--- config.mk ---
export PLATFORM = sky130hd
export DESIGN_NAME = qs_query_link
export DESIGN_NICKNAME = d
export VERILOG_FILES = /design/src/core/qs_pkg.sv /design/src/core/qs_query_rom.sv /design/src/core/qs_query_link.sv
export VERILOG_INCLUDE_DIRS = /design/src /design/src/core
export SDC_FILE = /design/constraint.sdc
export NUM_CORES = 1
export LEC_CHECK = 0
export ABC_AREA = 1
export ABC_CLOCK_PERIOD_IN_PS = 3100
export BUFFER_PORTS_ARGS = -buffer_cell sky130_fd_sc_hd__buf_2
export CAP_MARGIN = 20
export CORE_ASPECT_RATIO = 1.75
export CORE_MARGIN = 1.5
export CORE_UTILIZATION = 55
export CTS_BUF_LIST = sky130_fd_sc_hd__clkbuf_4 sky130_fd_sc_hd__clkbuf_8
export CTS_CLUSTER_DIAMETER = 30
export DETAILED_ROUTE_END_ITERATION = 10
export HOLD_SLACK_MARGIN = 0.02
export PLACE_DENSITY = 0.82
export SETUP_SLACK_MARGIN = 0.5
export SYNTH_ARGS = -nofsm -noshare
export SYNTH_HDL_FRONTEND = slang
export SYNTH_SLANG_ARGS = --single-unit
--- constraint.sdc ---
create_clock -name clock -period 3.1 [get_ports clock]
set_input_delay 0.775 -clock clock [delete_from_list [all_inputs] [get_ports clock]]
set_output_delay 0.775 -clock clock [all_outputs]
set_load 0.01 [all_outputs]
--- src/core/qs_defs.svh ---
// Constants for the identification query space and its serial read link
`ifndef QS_DEFS_SVH
`define QS_DEFS_SVH

`define QS_ADDR_W 16
`define QS_BLANK 8'hFF

// Latency code parameter
`define QS_LAT_BASE 16'h0100
`define QS_LAT_ID 8'h9A
`define QS_LAT_LEN 8'h2A
`define QS_LAT_ROWS 8'h05
`define QS_LAT_ROWLEN 8'h08
`define QS_LAT_HDR 64'h4643_0D0E_BDBE_EDEE
`define QS_LAT_ROW0 16'h000C
`define QS_LAT_LAST 16'h002B

// Rows: limit MHz, code, fast mode/dummy, dual mode/dummy, quad mode/dummy
`define QS_ROW_LC00 64'h4200_0402_0204_0106
`define QS_ROW_LC01 64'h4201_0404_0205_0107
`define QS_ROW_LC10 64'h4202_0405_0206_0108
`define QS_ROW_LC11 64'h3203_0401_0202_0103

// Padding parameter, placed right after the latency parameter
`define QS_PAD_ID 8'hF0
`define QS_PAD_FILL 8'hFF
`define QS_PAD_BASE 16'h012C
`define QS_PAD_LEN 8'h52

// Electronic marking area
`define QS_MARK_BASE 16'h0180
`define QS_MARK_REV_OFS 16'h0181
`define QS_LOT_OFS 16'h0182
`define QS_WAFER_OFS 16'h018A
`define QS_DIEX_OFS 16'h018B
`define QS_DIEY_OFS 16'h018C
`define QS_CLASS_OFS 16'h018D
`define QS_RSVD_OFS 16'h0194
`define QS_RSVD_END 16'h019F
`define QS_MARK_SIZE 8'h14
`define QS_MARK_REV 8'h01

`endif

--- src/core/qs_pkg.sv ---
// Types and table lookup for the query space block
`include "qs_defs.svh"

package qs_pkg;

	typedef enum logic [1:0] {
		QS_IDLE = 2'b00,
		QS_ADDR = 2'b01,
		QS_LOAD = 2'b10,
		QS_DATA = 2'b11
	} qs_state_t;

	typedef logic [1:0] qs_lat_code_t;

	function automatic logic [63:0] qsLatRow(input qs_lat_code_t code);
		case (code)
			2'b00: qsLatRow = `QS_ROW_LC00;
			2'b01: qsLatRow = `QS_ROW_LC01;
			2'b10: qsLatRow = `QS_ROW_LC10;
			default: qsLatRow = `QS_ROW_LC11;
		endcase
	endfunction : qsLatRow

endpackage : qs_pkg

--- src/core/qs_query_rom.sv ---
// Byte map of the identification query space
`include "qs_defs.svh"

module qs_query_rom #(
	parameter logic [63:0] LOT_NUMBER = 64'h5153_3030_3030_3031,
	parameter logic [7:0] WAFER = 8'h01,
	parameter logic [7:0] DIE_X = 8'h01,
	parameter logic [7:0] DIE_Y = 8'h01,
	parameter logic [55:0] CLASS_LOT = 56'h434C_3030_3030_31,
	parameter bit AUTOMOTIVE = 1'b1
) (
	input wire logic [15:0] addr,
	output logic [7:0] data
);
	import qs_pkg::*;

	// Header row as a named constant so that bytes can be selected from it
	localparam logic [63:0] LAT_HDR = `QS_LAT_HDR;

	logic [15:0] rel;
	logic [15:0] rowOfs;
	logic [63:0] row;
	logic [15:0] lotIdx;
	logic [15:0] classIdx;

	always_comb begin
		rel = addr - `QS_LAT_BASE;
		rowOfs = rel - `QS_LAT_ROW0;
		// Row k carries latency code k-1, so 11b first
		row = qsLatRow(qs_lat_code_t'(rowOfs[4:3] - 2'b01));
		lotIdx = addr - `QS_LOT_OFS;
		classIdx = addr - `QS_CLASS_OFS;
		data = `QS_BLANK;
		if (addr >= `QS_LAT_BASE && rel <= `QS_LAT_LAST) begin
			if (rel == 16'h0000) begin
				data = `QS_LAT_ID;
			end else if (rel == 16'h0001) begin
				data = `QS_LAT_LEN;
			end else if (rel == 16'h0002) begin
				data = `QS_LAT_ROWS;
			end else if (rel == 16'h0003) begin
				data = `QS_LAT_ROWLEN;
			end else if (rel < `QS_LAT_ROW0) begin
				data = LAT_HDR[8'd63 - {rel[2:0] ^ 3'h4, 3'h0} -: 8];
			end else begin
				data = row[8'd63 - {rowOfs[2:0], 3'h0} -: 8];
			end
		end else if (addr == `QS_PAD_BASE) begin
			data = `QS_PAD_ID;
		end else if (addr == `QS_PAD_BASE + 16'h0001) begin
			data = `QS_PAD_LEN;
		end else if (addr > `QS_PAD_BASE && addr < `QS_MARK_BASE) begin
			data = `QS_PAD_FILL;
		end else if (addr == `QS_MARK_BASE) begin
			data = `QS_MARK_SIZE;
		end else if (addr == `QS_MARK_REV_OFS) begin
			data = `QS_MARK_REV;
		end else if (addr >= `QS_LOT_OFS && addr < `QS_WAFER_OFS) begin
			data = LOT_NUMBER[8'd63 - {lotIdx[2:0], 3'h0} -: 8];
		end else if (addr == `QS_WAFER_OFS) begin
			data = WAFER;
		end else if (addr == `QS_DIEX_OFS) begin
			data = DIE_X;
		end else if (addr == `QS_DIEY_OFS) begin
			data = DIE_Y;
		end else if (AUTOMOTIVE && addr >= `QS_CLASS_OFS && addr < `QS_RSVD_OFS) begin
			data = CLASS_LOT[8'd55 - {classIdx[2:0], 3'h0} -: 8];
		end else begin
			data = `QS_BLANK;
		end
	end

endmodule : qs_query_rom

--- src/core/qs_query_link.sv ---
// Serial read port of the identification query space with latency lookup
// What this block does
// - Code 00b up to 66 MHz gives fast DDR 4/2, dual DDR 2/4, quad DDR 1/6 mode/dummy.
// - Code 01b up to 66 MHz gives fast DDR 4/4, dual DDR 2/5, quad DDR 1/7 mode/dummy.
// - Code 10b up to 66 MHz gives fast DDR 4/5, dual DDR 2/6, quad DDR 1/8 mode/dummy.
// - Code 11b up to 50 MHz gives fast DDR 4/1, dual DDR 2/2, quad DDR 1/3 mode/dummy.
// - Each parameter has a length byte and the next one starts past it by that count.
// - Padding parameters F0h filled with FFh reserve space and align what follows.
// - Marking starts at 0180h with size, revision, then an eight-byte lot at 0182h.
// - Wafer at 018Ah, die X at 018Bh, die Y at 018Ch make the device unique with the lot.
// - Automotive parts add a seven-byte class lot at 018Dh and twelve FFh from 0194h.
`include "qs_defs.svh"

module qs_query_link #(
	parameter logic [63:0] LOT_NUMBER = 64'h5153_3030_3030_3031,
	parameter logic [7:0] WAFER = 8'h01,
	parameter logic [7:0] DIE_X = 8'h01,
	parameter logic [7:0] DIE_Y = 8'h01,
	parameter logic [55:0] CLASS_LOT = 56'h434C_3030_3030_31,
	parameter bit AUTOMOTIVE = 1'b1
) (
	input wire logic clock,
	input wire logic rst,
	input wire logic sckPin,
	input wire logic csPinN,
	input wire logic mosiPin,
	input wire qs_pkg::qs_lat_code_t latencyCode,
	output logic misoOut,
	output logic misoOe,
	output logic [7:0] sckLimitMhz,
	output logic [3:0] fastModeCycles,
	output logic [3:0] fastDummyCycles,
	output logic [3:0] dualModeCycles,
	output logic [3:0] dualDummyCycles,
	output logic [3:0] quadModeCycles,
	output logic [3:0] quadDummyCycles
);
	import qs_pkg::*;

	// Pin synchronisers
	logic sckMeta, sckSync, sckPrev;
	logic csMeta, csSyncN;
	logic mosiMeta, mosiSync;
	logic sckRise, sckFall;

	always_ff @(posedge clock) begin
		if (rst) begin
			sckMeta <= 1'b0;
			sckSync <= 1'b0;
			sckPrev <= 1'b0;
			csMeta <= 1'b1;
			csSyncN <= 1'b1;
			mosiMeta <= 1'b0;
			mosiSync <= 1'b0;
		end else begin
			sckMeta <= sckPin;
			sckSync <= sckMeta;
			sckPrev <= sckSync;
			csMeta <= csPinN;
			csSyncN <= csMeta;
			mosiMeta <= mosiPin;
			mosiSync <= mosiMeta;
		end
	end

	assign sckRise = sckSync & ~sckPrev;
	assign sckFall = ~sckSync & sckPrev;

	// Link state
	qs_state_t state, next_state;
	logic [15:0] shiftIn, next_shiftIn;
	logic [15:0] addr, next_addr;
	logic [3:0] bitCnt, next_bitCnt;
	logic [7:0] outByte, next_outByte;
	logic next_misoOut, next_misoOe;
	logic [7:0] romData;
	logic byteLoad;

	qs_query_rom #(
		.LOT_NUMBER(LOT_NUMBER),
		.WAFER(WAFER),
		.DIE_X(DIE_X),
		.DIE_Y(DIE_Y),
		.CLASS_LOT(CLASS_LOT),
		.AUTOMOTIVE(AUTOMOTIVE)
	) u_rom (
		.addr(addr),
		.data(romData)
	);

	always_comb begin
		next_state = state;
		next_shiftIn = shiftIn;
		next_addr = addr;
		next_bitCnt = bitCnt;
		next_outByte = outByte;
		next_misoOut = misoOut;
		next_misoOe = misoOe;
		byteLoad = 1'b0;
		if (csSyncN) begin
			next_state = QS_IDLE;
			next_misoOut = 1'b0;
			next_misoOe = 1'b0;
		end else begin
			case (state)
				QS_IDLE: begin
					next_state = QS_ADDR;
					next_bitCnt = 4'h0;
				end
				QS_ADDR: begin
					if (sckRise) begin
						next_shiftIn = {shiftIn[14:0], mosiSync};
						next_bitCnt = bitCnt + 4'h1;
						if (bitCnt == 4'hF) begin
							next_addr = {shiftIn[14:0], mosiSync};
							next_state = QS_LOAD;
						end
					end
				end
				QS_LOAD: begin
					// First bit of each byte goes out on the falling edge
					if (sckFall) begin
						byteLoad = 1'b1;
						next_outByte = romData;
						next_misoOut = romData[7];
						next_misoOe = 1'b1;
						next_addr = addr + 16'h0001;
						next_bitCnt = 4'h6;
						next_state = QS_DATA;
					end
				end
				QS_DATA: begin
					if (sckFall) begin
						next_misoOut = outByte[bitCnt[2:0]];
						next_bitCnt = bitCnt - 4'h1;
						if (bitCnt == 4'h0) begin
							next_state = QS_LOAD;
						end
					end
				end
				default: begin
					next_state = QS_IDLE;
				end
			endcase
		end
	end

	always_ff @(posedge clock) begin
		if (rst) begin
			state <= QS_IDLE;
			shiftIn <= 16'h0000;
			addr <= 16'h0000;
			bitCnt <= 4'h0;
			outByte <= 8'h00;
			misoOut <= 1'b0;
			misoOe <= 1'b0;
		end else begin
			state <= next_state;
			shiftIn <= next_shiftIn;
			addr <= next_addr;
			bitCnt <= next_bitCnt;
			outByte <= next_outByte;
			misoOut <= next_misoOut;
			misoOe <= next_misoOe;
		end
	end

	// Latency lookup for the selected code
	logic [63:0] latRow;
	logic [7:0] next_sckLimitMhz;
	logic [3:0] next_fastMode, next_fastDummy, next_dualMode;
	logic [3:0] next_dualDummy, next_quadMode, next_quadDummy;

	always_comb begin
		latRow = qsLatRow(latencyCode);
		next_sckLimitMhz = latRow[63:56];
		next_fastMode = latRow[43:40];
		next_fastDummy = latRow[35:32];
		next_dualMode = latRow[27:24];
		next_dualDummy = latRow[19:16];
		next_quadMode = latRow[11:8];
		next_quadDummy = latRow[3:0];
	end

	always_ff @(posedge clock) begin
		if (rst) begin
			sckLimitMhz <= 8'h00;
			fastModeCycles <= 4'h0;
			fastDummyCycles <= 4'h0;
			dualModeCycles <= 4'h0;
			dualDummyCycles <= 4'h0;
			quadModeCycles <= 4'h0;
			quadDummyCycles <= 4'h0;
		end else begin
			sckLimitMhz <= next_sckLimitMhz;
			fastModeCycles <= next_fastMode;
			fastDummyCycles <= next_fastDummy;
			dualModeCycles <= next_dualMode;
			dualDummyCycles <= next_dualDummy;
			quadModeCycles <= next_quadMode;
			quadDummyCycles <= next_quadDummy;
		end
	end
endmodule : qs_query_link

==> reports/qor.yml <==
clock_network:
  root_buffer: "clkbuf_8"
  cts_tree: "done"
  clk_pin_slew_ns: 0.07
  holdBufCountCts: 0
  cts_inserted_buffers: 9
  cts_num_sinks: 65
  ctsResizeCount: 0
  insertion_delay_ns: 0.35
  cts_setup_buffers: 0
  ctsLongestPathBuffers: 2
  cts-htree-levels: 3
setup_path:
  critPathSlowestCell: "dfxtp_1"
  worstPathArrival_ns: 2.55
  worstSetupPathType: "flip-flop to flip-flop"
  cp_cell_sequence: "inv_1 > buf_4 > ha_1 > inv_1 > nor3_1 > nand3_1 > nand2_2 > nand2_2 > o21bai_1 > inv_1 > nand2_1 > nand3_1 > a21oi_1"
  cpLargestDelayFamily: "simple AND/OR/NAND/NOR gates"
  crit_buf_inv: 4
  worstPathMaxFanout: 18
  path_common_cell: "inv_1"
  cpPeakStageDelay_ns: 0.40
  cp-start-kind: "flip-flop"
  cp.required_ns: 3.38
  crit_path_end_kind: "flip-flop"
placement:
  port_buffers: 25
  dp.final_hpwl_um: 8530
  place.gp.congestion: 0.971
  pre_cts_ws_ns: 0.887
synth:
  synth_xor_area_share_pct: 1.18
  synth-edff-count: 0
  synth_mux_area_share_pct: 0
  synth_fa_ha_area_share_pct: 9.76
  ys_seq_elements: 65
  synth-compound-area-share_pct: 18.2
  yosys.cell_types.count: 47
  synth_top_family_by_area: "simple AND/OR/NAND/NOR gates"
  syn_avg_cell_area_um2: 6.84
  yosysSeqAreaShare_pct: 29.3
  netlist_area_um2: 4440
  yosys_warnings: 0
  yosys.area_share.simple_pct: 29.3
  ys.flop_type: "dfxtp_1"
  syn_inst: 649
  async_flop_share_pct: 0
min_path:
  min_path_type: "flip-flop to flip-flop"
routing:
  met2_length_um: 5720
  top_layer_used: "met4"
  post-route-drc-count: 0
  vias: 4379
  wl_met3_um: 475
  drtPass1Iterations: 5
  routedLengthMet1_um: 4270
  route.detailed.wl_per_inst_um: 14.7
  viasPerCell: 5.76
  routed_wl_um: 11200
  postRouteAntennaNets: 0
  drtIter0Drc: 259
die:
  initial_utilization_pct: 56.5
  core_area_um2: 7860
  die_w_um: 70.9
  ios: 41
  num_rows: 43
  die_h_um: 122
  die_area_um2: 8640
finish:
  final_core_util_pct: 60.2
  nets: 706
  antennaDiodeCount: 0
  area_growth_pct: 6.60
  drive_gt1_share_pct: 13.0
timing:
  min_period_ns: 2.27
  fin_skew_ns: 0.00522
  period_share_pct: 73.4
  fin_tns_setup_ns: 0
  worstMarginPinSlew_ns: 0.714
  hold_violations: 0
  clock.fmax_mhz: 440
  fin_ws_ns: 0.825
  drv_slew: 0
  slew_headroom_pct: 52.4
  setup_viol: 0
  rsz0062_at_grt: "no"
power_and_ir_drop:
  finalPower_mw: 1.66
  vdd_drop_max_v: 0.000412
  p_leak_nw: 2.16
  powerDensity_nw_per_um2: 351
global_routing:
  antenna_found_initial: 0
  grt_max_degree: 34
  grt_first_pass_wirelength_um: 18800
  grt.overflow.total: 0
  grt_pass1_vias: 4182
  grt.total_usage_pct: 27.1
status:
  status: "complete, no violations"
flow_run:
  drv_cap: 0
-- worst paths after layout --
kind,startpoint,endpoint,slack (ns),cells after the start
setup reg to reg,addr[2]$_SDFFE_PP0P_,outByte[0]$_SDFFE_PP0P_,0.83,13
setup / recovery,addr[2]$_SDFFE_PP0P_,outByte[0]$_SDFFE_PP0P_,0.83,13
hold / removal,mosiMeta$_SDFF_PP0_,mosiSync$_SDFF_PP0_,0.41,2
hold reg to reg,mosiMeta$_SDFF_PP0_,mosiSync$_SDFF_PP0_,0.41,2
-- final cells by class --
class                   count  area, um2
fillers                   707       3130
clock inverters             3       23.8
repair buffers             32        178
inverters                  78        293
flip-flops and latches     65       1300
well taps                  90        113
multi-input cells         479       2650
clock buffers              13        173
-- worst min-delay path: stages (launching register included) --
cell     delay, ns
dfxtp_1       0.30
inv_1         0.04
nor2_1        0.03
-- logic make-up after synthesis --
group	Yosys count
buffers and inverters	119
DFF	65
AOI/OAI and AO/OA	144
other	1
xor gates and xnor gates	6
adders and majority gates	34
and+or+nand+nor	280
-- sequential cells by signal, summed over array words and instances, names as in the netlist, 2 cells and up --
register	flops
addr	16
shiftIn	15
outByte	8
bitCnt	4
quadDummyCycles	4
fastDummyCycles	3
sckLimitMhz	3
state	2
-- placed cells by master (no fill, tap or decap), drive strengths merged --
cell type and n:
nand2 117, nor2 82, inv 76, o21ai 68, dfxtp 65, a21oi 47, nand3 46, ha 33
buf 32, nor3 17, conb 15, clkbuf 13, nand4 11, a221oi 7, o211ai 6, or2 6
xor2 5, o22ai 4, a31oi 4, clkinv 3, o21a 2, a211oi 2, o21bai 2, clkinvlp 2
o221ai 1, a21boi 1, xnor2 1, and2 1, fa 1
-- per-layer routing --
metal  up-vias  global-route usage, %
met5         -                      0
met4         0                   20.3
met2       153                   48.2
li1       2140                      -
met1      2041                   28.7
met3        45                   3.23
-- metrics by stage --
step	hold slack [ns]	std cells	area [um2]
5_1_grt	0.436	760	4730
2_1_floorplan	0.388	663	4490
6_report	0.412	760	4730
3_5_place_dp	0.402	744	4530
3_3_place_gp	0.392	744	4530
4_1_cts	0.412	760	4730
-- synth_stat cells (6+ instances only) --
cell type | count | area (um2)
buf_4 | 21 | 158
nand2_1 | 105 | 394
nor2_1 | 76 | 285
inv_2 | 8 | 30.0
o211ai_1 | 6 | 45.0
nand2_2 | 10 | 62.6
a21oi_1 | 45 | 225
nor3_1 | 14 | 70.1
ha_1 | 33 | 413
clkbuf_1 | 13 | 48.8
o21ai_1 | 10 | 50.1
inv_1 | 68 | 255
o21ai_0 | 56 | 280
nand4_1 | 10 | 62.6
a221oi_1 | 7 | 61.3
nand3_1 | 44 | 220
dfxtp_1 | 65 | 1300
-- power by group --
part           internal [mW]  leakage, nW  switching (mW)  total, mW
logic                 0.0335         1.54          0.0731      0.107
clock network          0.366       0.0953           0.326      0.692
registers              0.850        0.528         0.00937      0.860
total                   1.25         2.16           0.409       1.66
Power figures use the tool's default switching activity.
